$ cat src/core/mpr_defines.svh
// constants of the pattern-register link: fields, resets and timing
`ifndef MPR_DEFINES_SVH
`define MPR_DEFINES_SVH

// clock and conversion of least times into whole cycles
`define CLK_MHZ        100
`define NS2CK(ns)      ((((ns) * `CLK_MHZ) + 999) / 1000)
`define T_RP_NS        15
`define T_RFC_NS       260
`define T_RP_CK        `NS2CK(`T_RP_NS)
`define T_RFC_CK       `NS2CK(`T_RFC_NS)
// times given in clocks
`define T_MRD_CK       8
`define T_MOD_CK       24
`define T_MRD_MOD_CK   ((`T_MRD_CK > `T_MOD_CK) ? `T_MRD_CK : `T_MOD_CK)
`define T_MPRR_CK      1
`define T_WR_MPR_CK    24
`define T_CCD_S_CK     8
`define T_CCD_L_CK     10

// link address bus
`define ADDR_W         14
`define A_ORD_BIT      2
`define A_BC_BIT       12

// mode register fields
`define MR0_BL_LSB     0
`define MR0_CLL_BIT    2
`define MR0_CLH_LSB    4
`define MR1_AL_LSB     3
`define MR3_PAGE_LSB   0
`define MR3_EN_BIT     2
`define MR3_FMT_LSB    11
`define MR5_PL_LSB     0
`define CL_BASE        9
`define RL_DEPTH       56
`define BL_FIX8        2'h0
`define BL_OTF         2'h1
`define BL_FIX4        2'h2
`define FMT_PAR        2'h1
`define FMT_STAG       2'h2

// pattern location reset contents
`define PAT0_RST       8'h55
`define PAT1_RST       8'h33
`define PAT2_RST       8'h0F
`define PAT3_RST       8'h00

// controller register port
`define REG_CMD        4'h0
`define REG_CFG        4'h4
`define REG_STAT       4'h8
`define REG_RDAT       4'hC
`define CMD_OP_LSB     0
`define CMD_SEL_LSB    4
`define CMD_BG_BIT     6
`define CMD_VAL_LSB    16
`define CFG_PAGE_LSB   0
`define CFG_FMT_LSB    2
`define CFG_BL_LSB     4
`define CFG_DLL_BIT    6
`define ST_BUSY        0
`define ST_ON          1
`define ST_REF         2
`define ST_RDONE       3

`endif

$ cat src/core/mpr_pkg.sv
// types shared by both ends of the pattern-register link
`include "mpr_defines.svh"
package mpr_pkg;

  typedef enum logic [2:0] {
    CMD_DES, CMD_MRS, CMD_RD, CMD_WR, CMD_REF, CMD_PREA, CMD_ACT
  } link_cmd_t;

  typedef enum logic [2:0] {
    OP_NONE, OP_ENTER, OP_READ, OP_ROT, OP_WRITE, OP_EXIT, OP_REF, OP_MRS
  } op_t;

  typedef enum logic [2:0] {
    C_IDLE, C_DLL, C_ON, C_RD, C_DRAIN, C_OFF, C_WAIT
  } ctl_state_t;

  typedef struct packed {
    logic       v;
    logic [1:0] loc;
    logic       bc;
    logic       a2;
    logic       pz;
  } rd_tag_t;

  typedef struct packed {
    logic [3:0][7:0]             pat;
    logic [`ADDR_W-1:0]          mr0;
    logic [`ADDR_W-1:0]          mr1;
    logic [`ADDR_W-1:0]          mr3;
    logic [`ADDR_W-1:0]          mr5;
    rd_tag_t [`RL_DEPTH-1:0]     dl;
    rd_tag_t                     bt;
    logic [2:0]                  cnt;
    logic [15:0]                 dq;
    logic                        dqv;
  } dram_reg_t;

  typedef struct packed {
    ctl_state_t         st;
    ctl_state_t         ret;
    logic [7:0]         tmr;
    logic [1:0]         page;
    logic [1:0]         fmt;
    logic [1:0]         bl;
    logic               dll_en;
    logic [1:0]         mpage;
    logic               on;
    logic               refused;
    logic               rdone;
    logic [1:0]         loc;
    logic [1:0]         rot;
    logic [2:0]         pend;
    logic [2:0]         bcnt;
    logic [31:0]        cap;
    logic [31:0]        rword;
    logic [31:0]        rdata;
    link_cmd_t          cmd;
    logic [1:0]         ba;
    logic [1:0]         bg;
    logic [`ADDR_W-1:0] addr;
  } ctl_reg_t;

endpackage

$ cat src/core/mpr_link_if.sv
// command/address and read data link between controller and dram
`timescale 1ns/10ps
`include "mpr_defines.svh"
interface mpr_link_if;
  import mpr_pkg::*;
  link_cmd_t          cmd;
  logic [1:0]         ba;
  logic [1:0]         bg;
  logic [`ADDR_W-1:0] addr;
  logic [15:0]        dq;
  logic               dq_valid;

  modport ctl (output cmd, ba, bg, addr, input dq, dq_valid);
  modport dram (input cmd, ba, bg, addr, output dq, dq_valid);
endinterface

$ cat src/core/mpr_ctl_end.sv
// controller end: register port and pattern-register sequencer
`timescale 1ns/10ps
`include "mpr_defines.svh"
module mpr_ctl_end
  import mpr_pkg::*;
(
  input  wire logic        clk,
  input  wire logic        resetn,
  input  wire logic [3:0]  reg_addr,
  input  wire logic [31:0] reg_wdata,
  input  wire logic        reg_wr,
  input  wire logic        reg_rd,
  output logic [31:0]      reg_rdata,
  input  wire logic        dll_locked,
  mpr_link_if.ctl          link
);
  ctl_reg_t           q_reg;
  ctl_reg_t           q_next;
  op_t                op;
  logic [1:0]         sel;
  logic [`ADDR_W-1:0] val;
  logic [2:0]         lim;
  logic               cmd_wr;
  logic               refuse;
  logic               inc;
  logic               dec;
  logic               rd_set;
  logic               ref_set;

  // decode of a command word
  assign op     = op_t'(reg_wdata[`CMD_OP_LSB +: 3]);
  assign sel    = reg_wdata[`CMD_SEL_LSB +: 2];
  assign val    = reg_wdata[`CMD_VAL_LSB +: `ADDR_W];
  assign cmd_wr = reg_wr && reg_addr == `REG_CMD;
  assign lim    = (q_reg.bl == `BL_FIX4) ? 3'h3 : 3'h7;

  // refusals keep the dram out of illegal sequences
  always_comb begin
    refuse = q_reg.st != C_IDLE || op == OP_NONE;
    if (op == OP_ENTER && q_reg.on) begin
      refuse = 1'b1;
    end
    if ((op == OP_READ || op == OP_ROT || op == OP_WRITE ||
         op == OP_EXIT) && !q_reg.on) begin
      refuse = 1'b1;
    end
    if (op == OP_WRITE && q_reg.mpage != 2'h0) begin
      refuse = 1'b1;
    end
  end

  // next state of the whole controller
  always_comb begin
    q_next      = q_reg;
    q_next.cmd  = CMD_DES;
    q_next.ba   = 2'h0;
    q_next.bg   = 2'h0;
    q_next.addr = '0;
    inc         = 1'b0;
    dec         = 1'b0;
    rd_set      = 1'b0;
    ref_set     = 1'b0;

    // configuration and flag clears; sets below win
    if (reg_wr && reg_addr == `REG_CFG) begin
      q_next.page   = reg_wdata[`CFG_PAGE_LSB +: 2];
      q_next.fmt    = reg_wdata[`CFG_FMT_LSB +: 2];
      q_next.bl     = reg_wdata[`CFG_BL_LSB +: 2];
      q_next.dll_en = reg_wdata[`CFG_DLL_BIT];
    end
    if (reg_wr && reg_addr == `REG_STAT) begin
      if (reg_wdata[`ST_REF]) begin
        q_next.refused = 1'b0;
      end
      if (reg_wdata[`ST_RDONE]) begin
        q_next.rdone = 1'b0;
      end
    end

    // capture of lanes 0 to 3, one byte per lane
    if (link.dq_valid) begin
      for (int k = 0; k < 4; k++) begin
        q_next.cap[k * 8 + int'(q_reg.bcnt)] = link.dq[k];
      end
      q_next.bcnt = q_reg.bcnt + 3'h1;
      if (q_reg.bcnt == lim) begin
        q_next.rword = q_next.cap;
        q_next.bcnt  = 3'h0;
        dec          = 1'b1;
        rd_set       = 1'b1;
      end
    end

    unique case (q_reg.st)
      C_IDLE: begin
        if (cmd_wr && refuse) begin
          ref_set = 1'b1;
        end else if (cmd_wr) begin
          q_next.ret = C_IDLE;
          unique case (op)
            OP_NONE: ;
            OP_ENTER: q_next.st = C_DLL;
            OP_READ: begin
              q_next.loc = sel;
              q_next.rot = 2'h0;
              q_next.st  = C_RD;
            end
            OP_ROT: begin
              q_next.loc = sel;
              q_next.rot = 2'h3;
              q_next.st  = C_RD;
            end
            OP_WRITE: begin
              // data rides on the address pins, dq stays idle
              q_next.cmd       = CMD_WR;
              q_next.ba        = sel;
              q_next.bg        = {1'b0, reg_wdata[`CMD_BG_BIT]};
              q_next.addr[7:0] = val[7:0];
              q_next.tmr       = 8'(`T_WR_MPR_CK);
              q_next.st        = C_WAIT;
            end
            OP_EXIT: q_next.st = C_DRAIN;
            OP_REF: begin
              // plain 1x refresh; no finer mode is ever issued
              q_next.cmd = CMD_REF;
              q_next.tmr = 8'(`T_RFC_CK);
              q_next.st  = C_WAIT;
            end
            OP_MRS: begin
              q_next.cmd  = CMD_MRS;
              q_next.ba   = sel;
              q_next.bg   = {1'b0, reg_wdata[`CMD_BG_BIT]};
              q_next.addr = val;
              q_next.tmr  = 8'(`T_MOD_CK);
              q_next.st   = C_WAIT;
            end
          endcase
        end
      end
      C_DLL: begin
        // wait for lock unless dll_en is clear, then precharge all and hold tRP
        if (!q_reg.dll_en || dll_locked) begin
          q_next.cmd = CMD_PREA;
          q_next.tmr = 8'(`T_RP_CK);
          q_next.ret = C_ON;
          q_next.st  = C_WAIT;
        end
      end
      C_ON: begin
        q_next.cmd                         = CMD_MRS;
        q_next.ba                          = 2'h3;
        q_next.addr[`MR3_EN_BIT]           = 1'b1;
        q_next.addr[`MR3_PAGE_LSB +: 2]    = q_reg.page;
        q_next.addr[`MR3_FMT_LSB +: 2]     = q_reg.fmt;
        q_next.mpage                       = q_reg.page;
        q_next.on                          = 1'b1;
        q_next.tmr                         = 8'(`T_MRD_MOD_CK);
        q_next.ret                         = C_IDLE;
        q_next.st                          = C_WAIT;
      end
      C_RD: begin
        // A1:A0 and A2 stay zero; A12 set for on-the-fly bursts
        q_next.cmd              = CMD_RD;
        q_next.ba               = q_reg.loc;
        q_next.addr[`A_BC_BIT]  = q_reg.bl == `BL_OTF;
        q_next.loc              = q_reg.loc + 2'h1;
        inc                     = 1'b1;
        q_next.tmr = (q_reg.mpage == 2'h0) ? 8'(`T_CCD_S_CK) :
                     8'(`T_CCD_L_CK);
        q_next.rot = q_reg.rot - 2'h1;
        q_next.ret = (q_reg.rot == 2'h0) ? C_IDLE : C_RD;
        q_next.st  = C_WAIT;
      end
      C_DRAIN: begin
        // the last burst must be in before tMPRR starts
        if (q_reg.pend == 3'h0) begin
          q_next.tmr = 8'(`T_MPRR_CK);
          q_next.ret = C_OFF;
          q_next.st  = C_WAIT;
        end
      end
      C_OFF: begin
        q_next.cmd = CMD_MRS;
        q_next.ba  = 2'h3;
        q_next.on  = 1'b0;
        q_next.tmr = 8'(`T_MOD_CK);
        q_next.ret = C_IDLE;
        q_next.st  = C_WAIT;
      end
      C_WAIT: begin
        // leaving at two makes command spacing equal the count
        if (q_reg.tmr <= 8'h02) begin
          q_next.st = q_reg.ret;
        end else begin
          q_next.tmr = q_reg.tmr - 8'h01;
        end
      end
    endcase

    q_next.pend = q_reg.pend + {2'h0, inc} - {2'h0, dec};
    if (ref_set) begin
      q_next.refused = 1'b1;
    end
    if (rd_set) begin
      q_next.rdone = 1'b1;
    end

    // read data stands only in the cycle after the strobe
    q_next.rdata = 32'h0000_0000;
    if (reg_rd) begin
      if (reg_addr == `REG_CFG) begin
        q_next.rdata[`CFG_PAGE_LSB +: 2] = q_reg.page;
        q_next.rdata[`CFG_FMT_LSB +: 2]  = q_reg.fmt;
        q_next.rdata[`CFG_BL_LSB +: 2]   = q_reg.bl;
        q_next.rdata[`CFG_DLL_BIT]       = q_reg.dll_en;
      end else if (reg_addr == `REG_STAT) begin
        q_next.rdata[`ST_BUSY]  = q_reg.st != C_IDLE;
        q_next.rdata[`ST_ON]    = q_reg.on;
        q_next.rdata[`ST_REF]   = q_reg.refused;
        q_next.rdata[`ST_RDONE] = q_reg.rdone;
      end else if (reg_addr == `REG_RDAT) begin
        q_next.rdata = q_reg.rword;
      end
    end
  end

  // single state register
  always_ff @(posedge clk or negedge resetn) begin
    if (!resetn) begin
      q_reg <= '0;
    end else begin
      q_reg <= q_next;
    end
  end

  assign reg_rdata = q_reg.rdata;
  assign link.cmd  = q_reg.cmd;
  assign link.ba   = q_reg.ba;
  assign link.bg   = q_reg.bg;
  assign link.addr = q_reg.addr;
endmodule

$ cat src/flat_wrapper.sv
// flat-port wrapper written by rule: the top's interface ports become plain ports
module mpr_ctl_end_flat import mpr_pkg::*;
  (clk, resetn, reg_addr, reg_wdata, reg_wr, reg_rd, reg_rdata, dll_locked, link_cmd, link_ba, link_bg, link_addr, link_dq, link_dq_valid);
  mpr_link_if link_i ();
  input  wire logic clk;
  input  wire logic resetn;
  input  wire logic [3:0] reg_addr;
  input  wire logic [31:0] reg_wdata;
  input  wire logic reg_wr;
  input  wire logic reg_rd;
  output logic [31:0] reg_rdata;
  input  wire logic dll_locked;
  output wire logic [$bits(link_i.cmd)-1:0] link_cmd;
  output wire logic [$bits(link_i.ba)-1:0] link_ba;
  output wire logic [$bits(link_i.bg)-1:0] link_bg;
  output wire logic [$bits(link_i.addr)-1:0] link_addr;
  input wire logic [$bits(link_i.dq)-1:0] link_dq;
  input wire logic [$bits(link_i.dq_valid)-1:0] link_dq_valid;
  assign link_cmd = link_i.cmd;
  assign link_ba = link_i.ba;
  assign link_bg = link_i.bg;
  assign link_addr = link_i.addr;
  assign link_i.dq = link_dq;
  assign link_i.dq_valid = link_dq_valid;
  mpr_ctl_end u_core (.clk(clk), .resetn(resetn), .reg_addr(reg_addr), .reg_wdata(reg_wdata), .reg_wr(reg_wr), .reg_rd(reg_rd), .reg_rdata(reg_rdata), .dll_locked(dll_locked), .link(link_i));
endmodule
$ cat config.mk
export PLATFORM = sky130hd
export DESIGN_NAME = mpr_ctl_end_flat
export DESIGN_NICKNAME = d
export VERILOG_FILES = /design/src/core/mpr_pkg.sv /design/src/core/mpr_link_if.sv /design/src/core/mpr_ctl_end.sv /design/src/flat_wrapper.sv
export VERILOG_INCLUDE_DIRS = /design/src /design/src/core
export SDC_FILE = /design/constraint.sdc
export NUM_CORES = 1
export LEC_CHECK = 0
export BUFFER_PORTS_ARGS = -buffer_cell sky130_fd_sc_hd__buf_2
export CORE_MARGIN = 5
export CORE_UTILIZATION = 40
export DETAILED_ROUTE_END_ITERATION = 7
export PLACE_DENSITY = 0.61
export SLEW_MARGIN = 10
export SYNTH_ARGS = -nofsm -noshare
export SYNTH_HDL_FRONTEND = slang
export SYNTH_SLANG_ARGS = --single-unit
$ cat constraint.sdc
create_clock -name clk -period 3.9 [get_ports clk]
set_clock_uncertainty 0.2 [all_clocks]
set_input_delay 1.17 -clock clk [delete_from_list [all_inputs] [get_ports clk]]
set_output_delay 1.17 -clock clk [all_outputs]
set_load 0.01 [all_outputs]
=== Word-level counts from Yosys, hierarchy flattened ===
Index checks and enable logic that the tools add are counted.

* Word-level logic and storage cells: 178
* Output and inout bits: 53
* Bits in registers: 153

* $lt $le $gt $ge: 9
* Equal/unequal tests: 28
* Add/sub/neg operators: 9
* Reductions and logical operators: 45
* Multiplexer cells: 65

{| class="wikitable"
|+ Operator list
! cell !! number
|-
| 32-bit bitwise mux || 4
|-
| 32-bit by 1-bit >= comparator with 1-bit output, second input constant || 3
|-
| 32-bit by 7-bit < comparator with 1-bit output, second input constant || 3
|-
| 32-bit 2-to-1 mux || 2
|-
| 14-bit 2-to-1 mux || 4
|-
| 8-bit one-hot mux with 6 select lines || 1
|-
| 21-bit 2-to-1 mux || 2
|-
| 3-bit one-hot mux with 5 select lines || 2
|-
| 28-bit 2-to-1 mux || 1
|-
| 25-bit 2-to-1 mux || 1
|-
| 8-bit 2-to-1 mux || 3
|-
| 3-bit one-hot mux with 4 select lines || 2
|-
| 3-bit == test, second input constant || 7
|-
| 1-bit 2-to-1 mux || 16
|-
| 4-bit 2-to-1 mux || 4
|-
| 4-bit one-hot mux with 2 select lines || 2
|-
| 8-bit one-hot mux with 2 select lines || 1
|-
| 1-bit demux with 5-bit select || 3
|-
| 3-bit 2-to-1 mux || 5
|-
| 2-bit nonzero test || 7
|-
| 5-bit by 3-bit adder with 6-bit output, first input constant || 2
|-
| 3-bit by 2-bit == test with 1-bit output, second input constant || 4
|-
| 6-bit AND reduction || 2
|-
| 1-bit logical AND || 11
|-
| 42 further kinds || 64
|}

=== Depth between registers and ports, before layout ===
* Word-level depth: 12
* Gate-level depth with buffers: 12

=== Least setup slack after synthesis ===
Ideal clock, no wire load.

* Path kind: input-to-reg
* Start: input port link_dq_valid
* End: register u_core.q_reg[122] (netlist bit)
* Arrival: 2.971 ns
* Slack: 0.607 ns
* Library setup time: 0.123 ns
* Data required time: 3.577 ns
* Buffers on the path: 2
* Stages on the path: 11
* Cell sequence: nand2_1 > nor2b_1 > buf_2 > buf_1 > ha_1 > inv_1 > ha_1 > inv_1 > fa_1 > xnor2_1 > xnor2_1

{| class="wikitable"
|+ RTL lines
! element !! line !! text
|-
| start: declaration || flat_wrapper.sv:18 || <nowiki>input wire logic [$bits(link_i.dq_valid)-1:0] link_dq_valid;</nowiki>
|-
| end signal: assignment || mpr_ctl_end.sv:232 || <nowiki>q_reg <= q_next;</nowiki>
|-
| end: declaration || mpr_ctl_end.sv:17 || <nowiki>ctl_reg_t q_reg;</nowiki>
|}

==> flow_metrics.py <==
metrics = {
    "synthesis": {
        "number_of_instances_in_the_synthesized_netlist": 645,
        "synth_warnings": 0,
        "synth.top_cells.by_count": "sky130_fd_sc_hd__dfrtp_1 (152), sky130_fd_sc_hd__nor2_1 (61), sky130_fd_sc_hd__buf_4 (53), sky130_fd_sc_hd__a21oi_1 (48), sky130_fd_sc_hd__mux2_2 (43)",
        "synth-seq-area-share_pct": 53.39,
        "synth_cell_types": 63,
        "ys_dominant_reg_cell": "sky130_fd_sc_hd__dfrtp_1",
        "synth_enable_flop_cells": 0,
        "synth.most_common_cell": "sky130_fd_sc_hd__dfrtp_1",
        "synth.avg_cell_area_sq_um": 11.05,
        "post-synth-top-area-cell": "sky130_fd_sc_hd__dfrtp_1",
        "synth_area_sq_mm": 0.007124,
        "synth_area_leaders": "sky130_fd_sc_hd__dfrtp_1 (53%), sky130_fd_sc_hd__mux2_2 (6.8%), sky130_fd_sc_hd__buf_4 (5.6%)",
        "post_synth_net_total": 710,
        "synth_async_sr_flop_share_pct": 100.0,
        "seq_cells_post_synth": 152,
        "yosys.area.top_type_share_pct": 53.39,
    },
    "timing": {
        "report.final.setup_viol": 0,
        "worstMarginPinSlew_ps": 870.8,
        "fin_tns_setup_ps": 0,
        "finalCriticalPeriod_ps": 2785,
        "clock.fmax_ghz": 0.3590,
        "final.hold.worst_slack_ps": 271.7,
        "grt_setup_unrepaired": "false",
        "max-slew-margin-rel_pct": 41.77,
        "timing.final.hold_violations": 0,
        "slew_violations": 0,
        "timing.final.crit_share_pct": 71.42,
    },
    "placement": {
        "total_placed_cells_including_tap_cells": 880,
        "gp_routability_congestion": 0.8472,
        "place_area_sq_mm": 0.007383,
        "place.detailed.hpwl_um": 10940,
        "number_of_buffers_added_on_ports": 86,
    },
    "global_routing": {
        "antenna_found_initial": 0,
        "global_route_overflow": 0,
        "gr-usage-all-layers_pct": 15.57,
        "grt_start_max_net_pins": 76,
        "vias_in_the_first_global_route": 4784,
        "grt_first_pass_wirelength_um": 25100,
    },
    "min_path": {
        "worst_hold_path_type": "flip-flop to flip-flop",
    },
    "layout": {
        "fin_area_sq_mm": 0.007941,
        "antenna-diode-count": 0,
        "filler_cell_count": 1599,
        "post_route_cells_drive_above_1_share_pct": 26.78,
        "largest_register_ff_count": 100,
        "post_layout_nonfiller_instances": 912,
        "nets": 739,
        "multi_input_area_sq_mm": 0.002749,
        "utilization_pct": 45.75,
        "area.sequential_sq_mm": 0.003804,
        "syn2layout_area_growth_pct": 11.47,
    },
    "routing": {
        "routed_wirelength_um": 15250,
        "drtIter0Drc": 295,
        "vias": 4752,
        "firstDrtPassIters": 5,
        "post-route-drc-count": 0,
        "viasPerCell": 5.211,
        "avgRoutedWirePerCell_um": 16.72,
        "postRouteAntennaNets": 0,
    },
    "setup_path": {
        "timing.critical_path.from_type": "input pin",
        "worst_path_buf_inv": 2,
        "criticalPathCategory": "input pin to flip-flop",
        "worst_setup_path_end_kind": "flip-flop",
        "cp.required_ps": 4040,
        "critPathArrivalTime_ps": 2920,
        "crit_path_max_fanout": 10,
        "slowest_delay_ps": 570,
        "worstPathCellList": "buf_2 -> nor3_2 -> nand3b_1 -> nor4_2 -> buf_4 -> a22oi_1 -> nor3_1",
        "critPathTopFamily": "simple AND/OR/NAND/NOR gates",
        "crit_path_top_delay_cell": "sky130_fd_sc_hd__nor4_2",
    },
    "cts": {
        "hold_fix_buffer_count_after_cts": 0,
        "worst_skew_pair.late_latency_ps": 420,
        "cts_buffer_depth": 2,
        "clock-sinks": 152,
        "cts-resized-gates": 0,
        "clock_tree_from_tritoncts": "built",
        "cts_setup_buffers": 0,
        "cts_max_level": 4,
        "clockRootBuffer": "sky130_fd_sc_hd__clkbuf_16",
        "tritoncts_buffer_count": 17,
        "path_clk_slew_ps": 60,
    },
    "run_status": {
        "run_status": "finished, final reports clean",
    },
    "floorplan": {
        "initial_util_pct": 41.05,
        "area_of_the_core_sq_mm": 0.01736,
        "dieArea_sq_mm": 0.02058,
        "floorplan.rows": 48,
        "die_x_um": 143.5,
        "boundaryPins": 111,
        "height_of_the_chip_um": 143.5,
    },
    "power_and_ir_drop": {
        "power_leakage_nw": 3.848,
        "ir_worst_vdd_mv": 0.3514,
        "powerDensity_mw_per_mm2": 733.1,
    },
    "job": {
        "max_cap_viol_count": 0,
    },
}
==> final timing paths <==
kind	start	end	slack (ps)	depth (start not counted)
setup reg to reg	u_core.q_reg[151]	u_core.q_reg[122]	1200	7
max in group asynchronous	resetn	u_core.q_reg[117]	2040	2
hold / removal	u_core.q_reg[122]	u_core.q_reg[122]	270	1
min in group asynchronous	resetn	u_core.link.ba[0]	540	1
hold reg to reg	u_core.q_reg[122]	u_core.q_reg[122]	270	1
setup / recovery	reg_addr[1]	u_core.link.addr[1]	1110	7
==> metrics by stage <==
stage          power (mW)  worst slack (ps)
2_1_floorplan       3.850             606.7
3_5_place_dp        4.295             707.9
5_1_grt             6.228             970.2
3_3_place_gp        4.220             716.0
4_1_cts             5.871              1135
6_report            5.822              1115
==> power by group <==
part | switching [mW] | internal (mW)
clock network | 0.653 | 0.895
registers | 0.408 | 2.11
logic | 0.930 | 0.830
total | 1.99 | 3.83
==> layer usage <==
layer	share of wire, %	routed length, um	vias to the layer above	GRT usage, %
li1	-	-	2236	-
met1	46	6950	2371	21.12
met2	47	7128	126	24.32
met3	5.8	886	19	3.993
met4	1.8	281	0	5.600
met5	0	0	-	0
==> layout by cell type, fill, tap and decap left out, types with 3 or more instances in the layout <==
cell type	n
sky130_fd_sc_hd__a21o_1	6
sky130_fd_sc_hd__a21oi_1	48
sky130_fd_sc_hd__a31oi_1	5
sky130_fd_sc_hd__a32o_1	4
sky130_fd_sc_hd__and2_0	4
sky130_fd_sc_hd__and2_1	36
sky130_fd_sc_hd__and3_1	3
sky130_fd_sc_hd__buf_2	85
sky130_fd_sc_hd__buf_4	7
sky130_fd_sc_hd__clkbuf_16	17
sky130_fd_sc_hd__clkinv_2	6
sky130_fd_sc_hd__dfrtp_1	152
sky130_fd_sc_hd__ha_1	6
sky130_fd_sc_hd__inv_1	16
sky130_fd_sc_hd__inv_6	4
sky130_fd_sc_hd__mux2_2	43
sky130_fd_sc_hd__mux2i_1	36
sky130_fd_sc_hd__nand2_1	22
sky130_fd_sc_hd__nand2b_1	7
sky130_fd_sc_hd__nand3_1	12
sky130_fd_sc_hd__nand3b_1	3
sky130_fd_sc_hd__nand4_1	3
sky130_fd_sc_hd__nor2_1	61
sky130_fd_sc_hd__nor2b_1	6
sky130_fd_sc_hd__nor3_1	9
sky130_fd_sc_hd__nor3_2	3
sky130_fd_sc_hd__nor4_1	5
sky130_fd_sc_hd__o21a_1	3
sky130_fd_sc_hd__o21ai_0	15
sky130_fd_sc_hd__o21bai_1	3
sky130_fd_sc_hd__o22ai_1	4
sky130_fd_sc_hd__or3_1	4
sky130_fd_sc_hd__xnor2_1	4
==> worst register-to-register path, delay by kind of cell, from the launching register on <==
family / cells / cell delay, ps
xor+xnor: 2 / 320
fa+ha+maj: 2 / 550
buf+inv: 2 / 290
flops: 1 / 820
simple gates: 1 / 440
==> cell type report <==
| class | count | area share (%) |
|---|---|---|
| Inverter | 16 | 0.7563 |
| Clock buffer | 18 | 5.530 |
| Timing Repair Buffer | 93 | 6.160 |
| Clock inverter | 14 | 1.497 |
| Tap cell | 225 | 3.545 |
| Multi-Input combinational cell | 394 | 34.61 |
| Sequential cell | 152 | 47.90 |
==> cell families after synthesis <==
group | after synthesis | synth area share, %
flops | 152 | 53.39
mux | 79 | 11.85
buf+inv | 99 | 8.219
simple gates | 192 | 14.61
compound gates | 110 | 9.923
other cells | 1 | 0.05264
xor+xnor | 5 | 0.6147
fa+ha+maj | 7 | 1.335
Note: power is estimated with default switching activity, not from simulation.
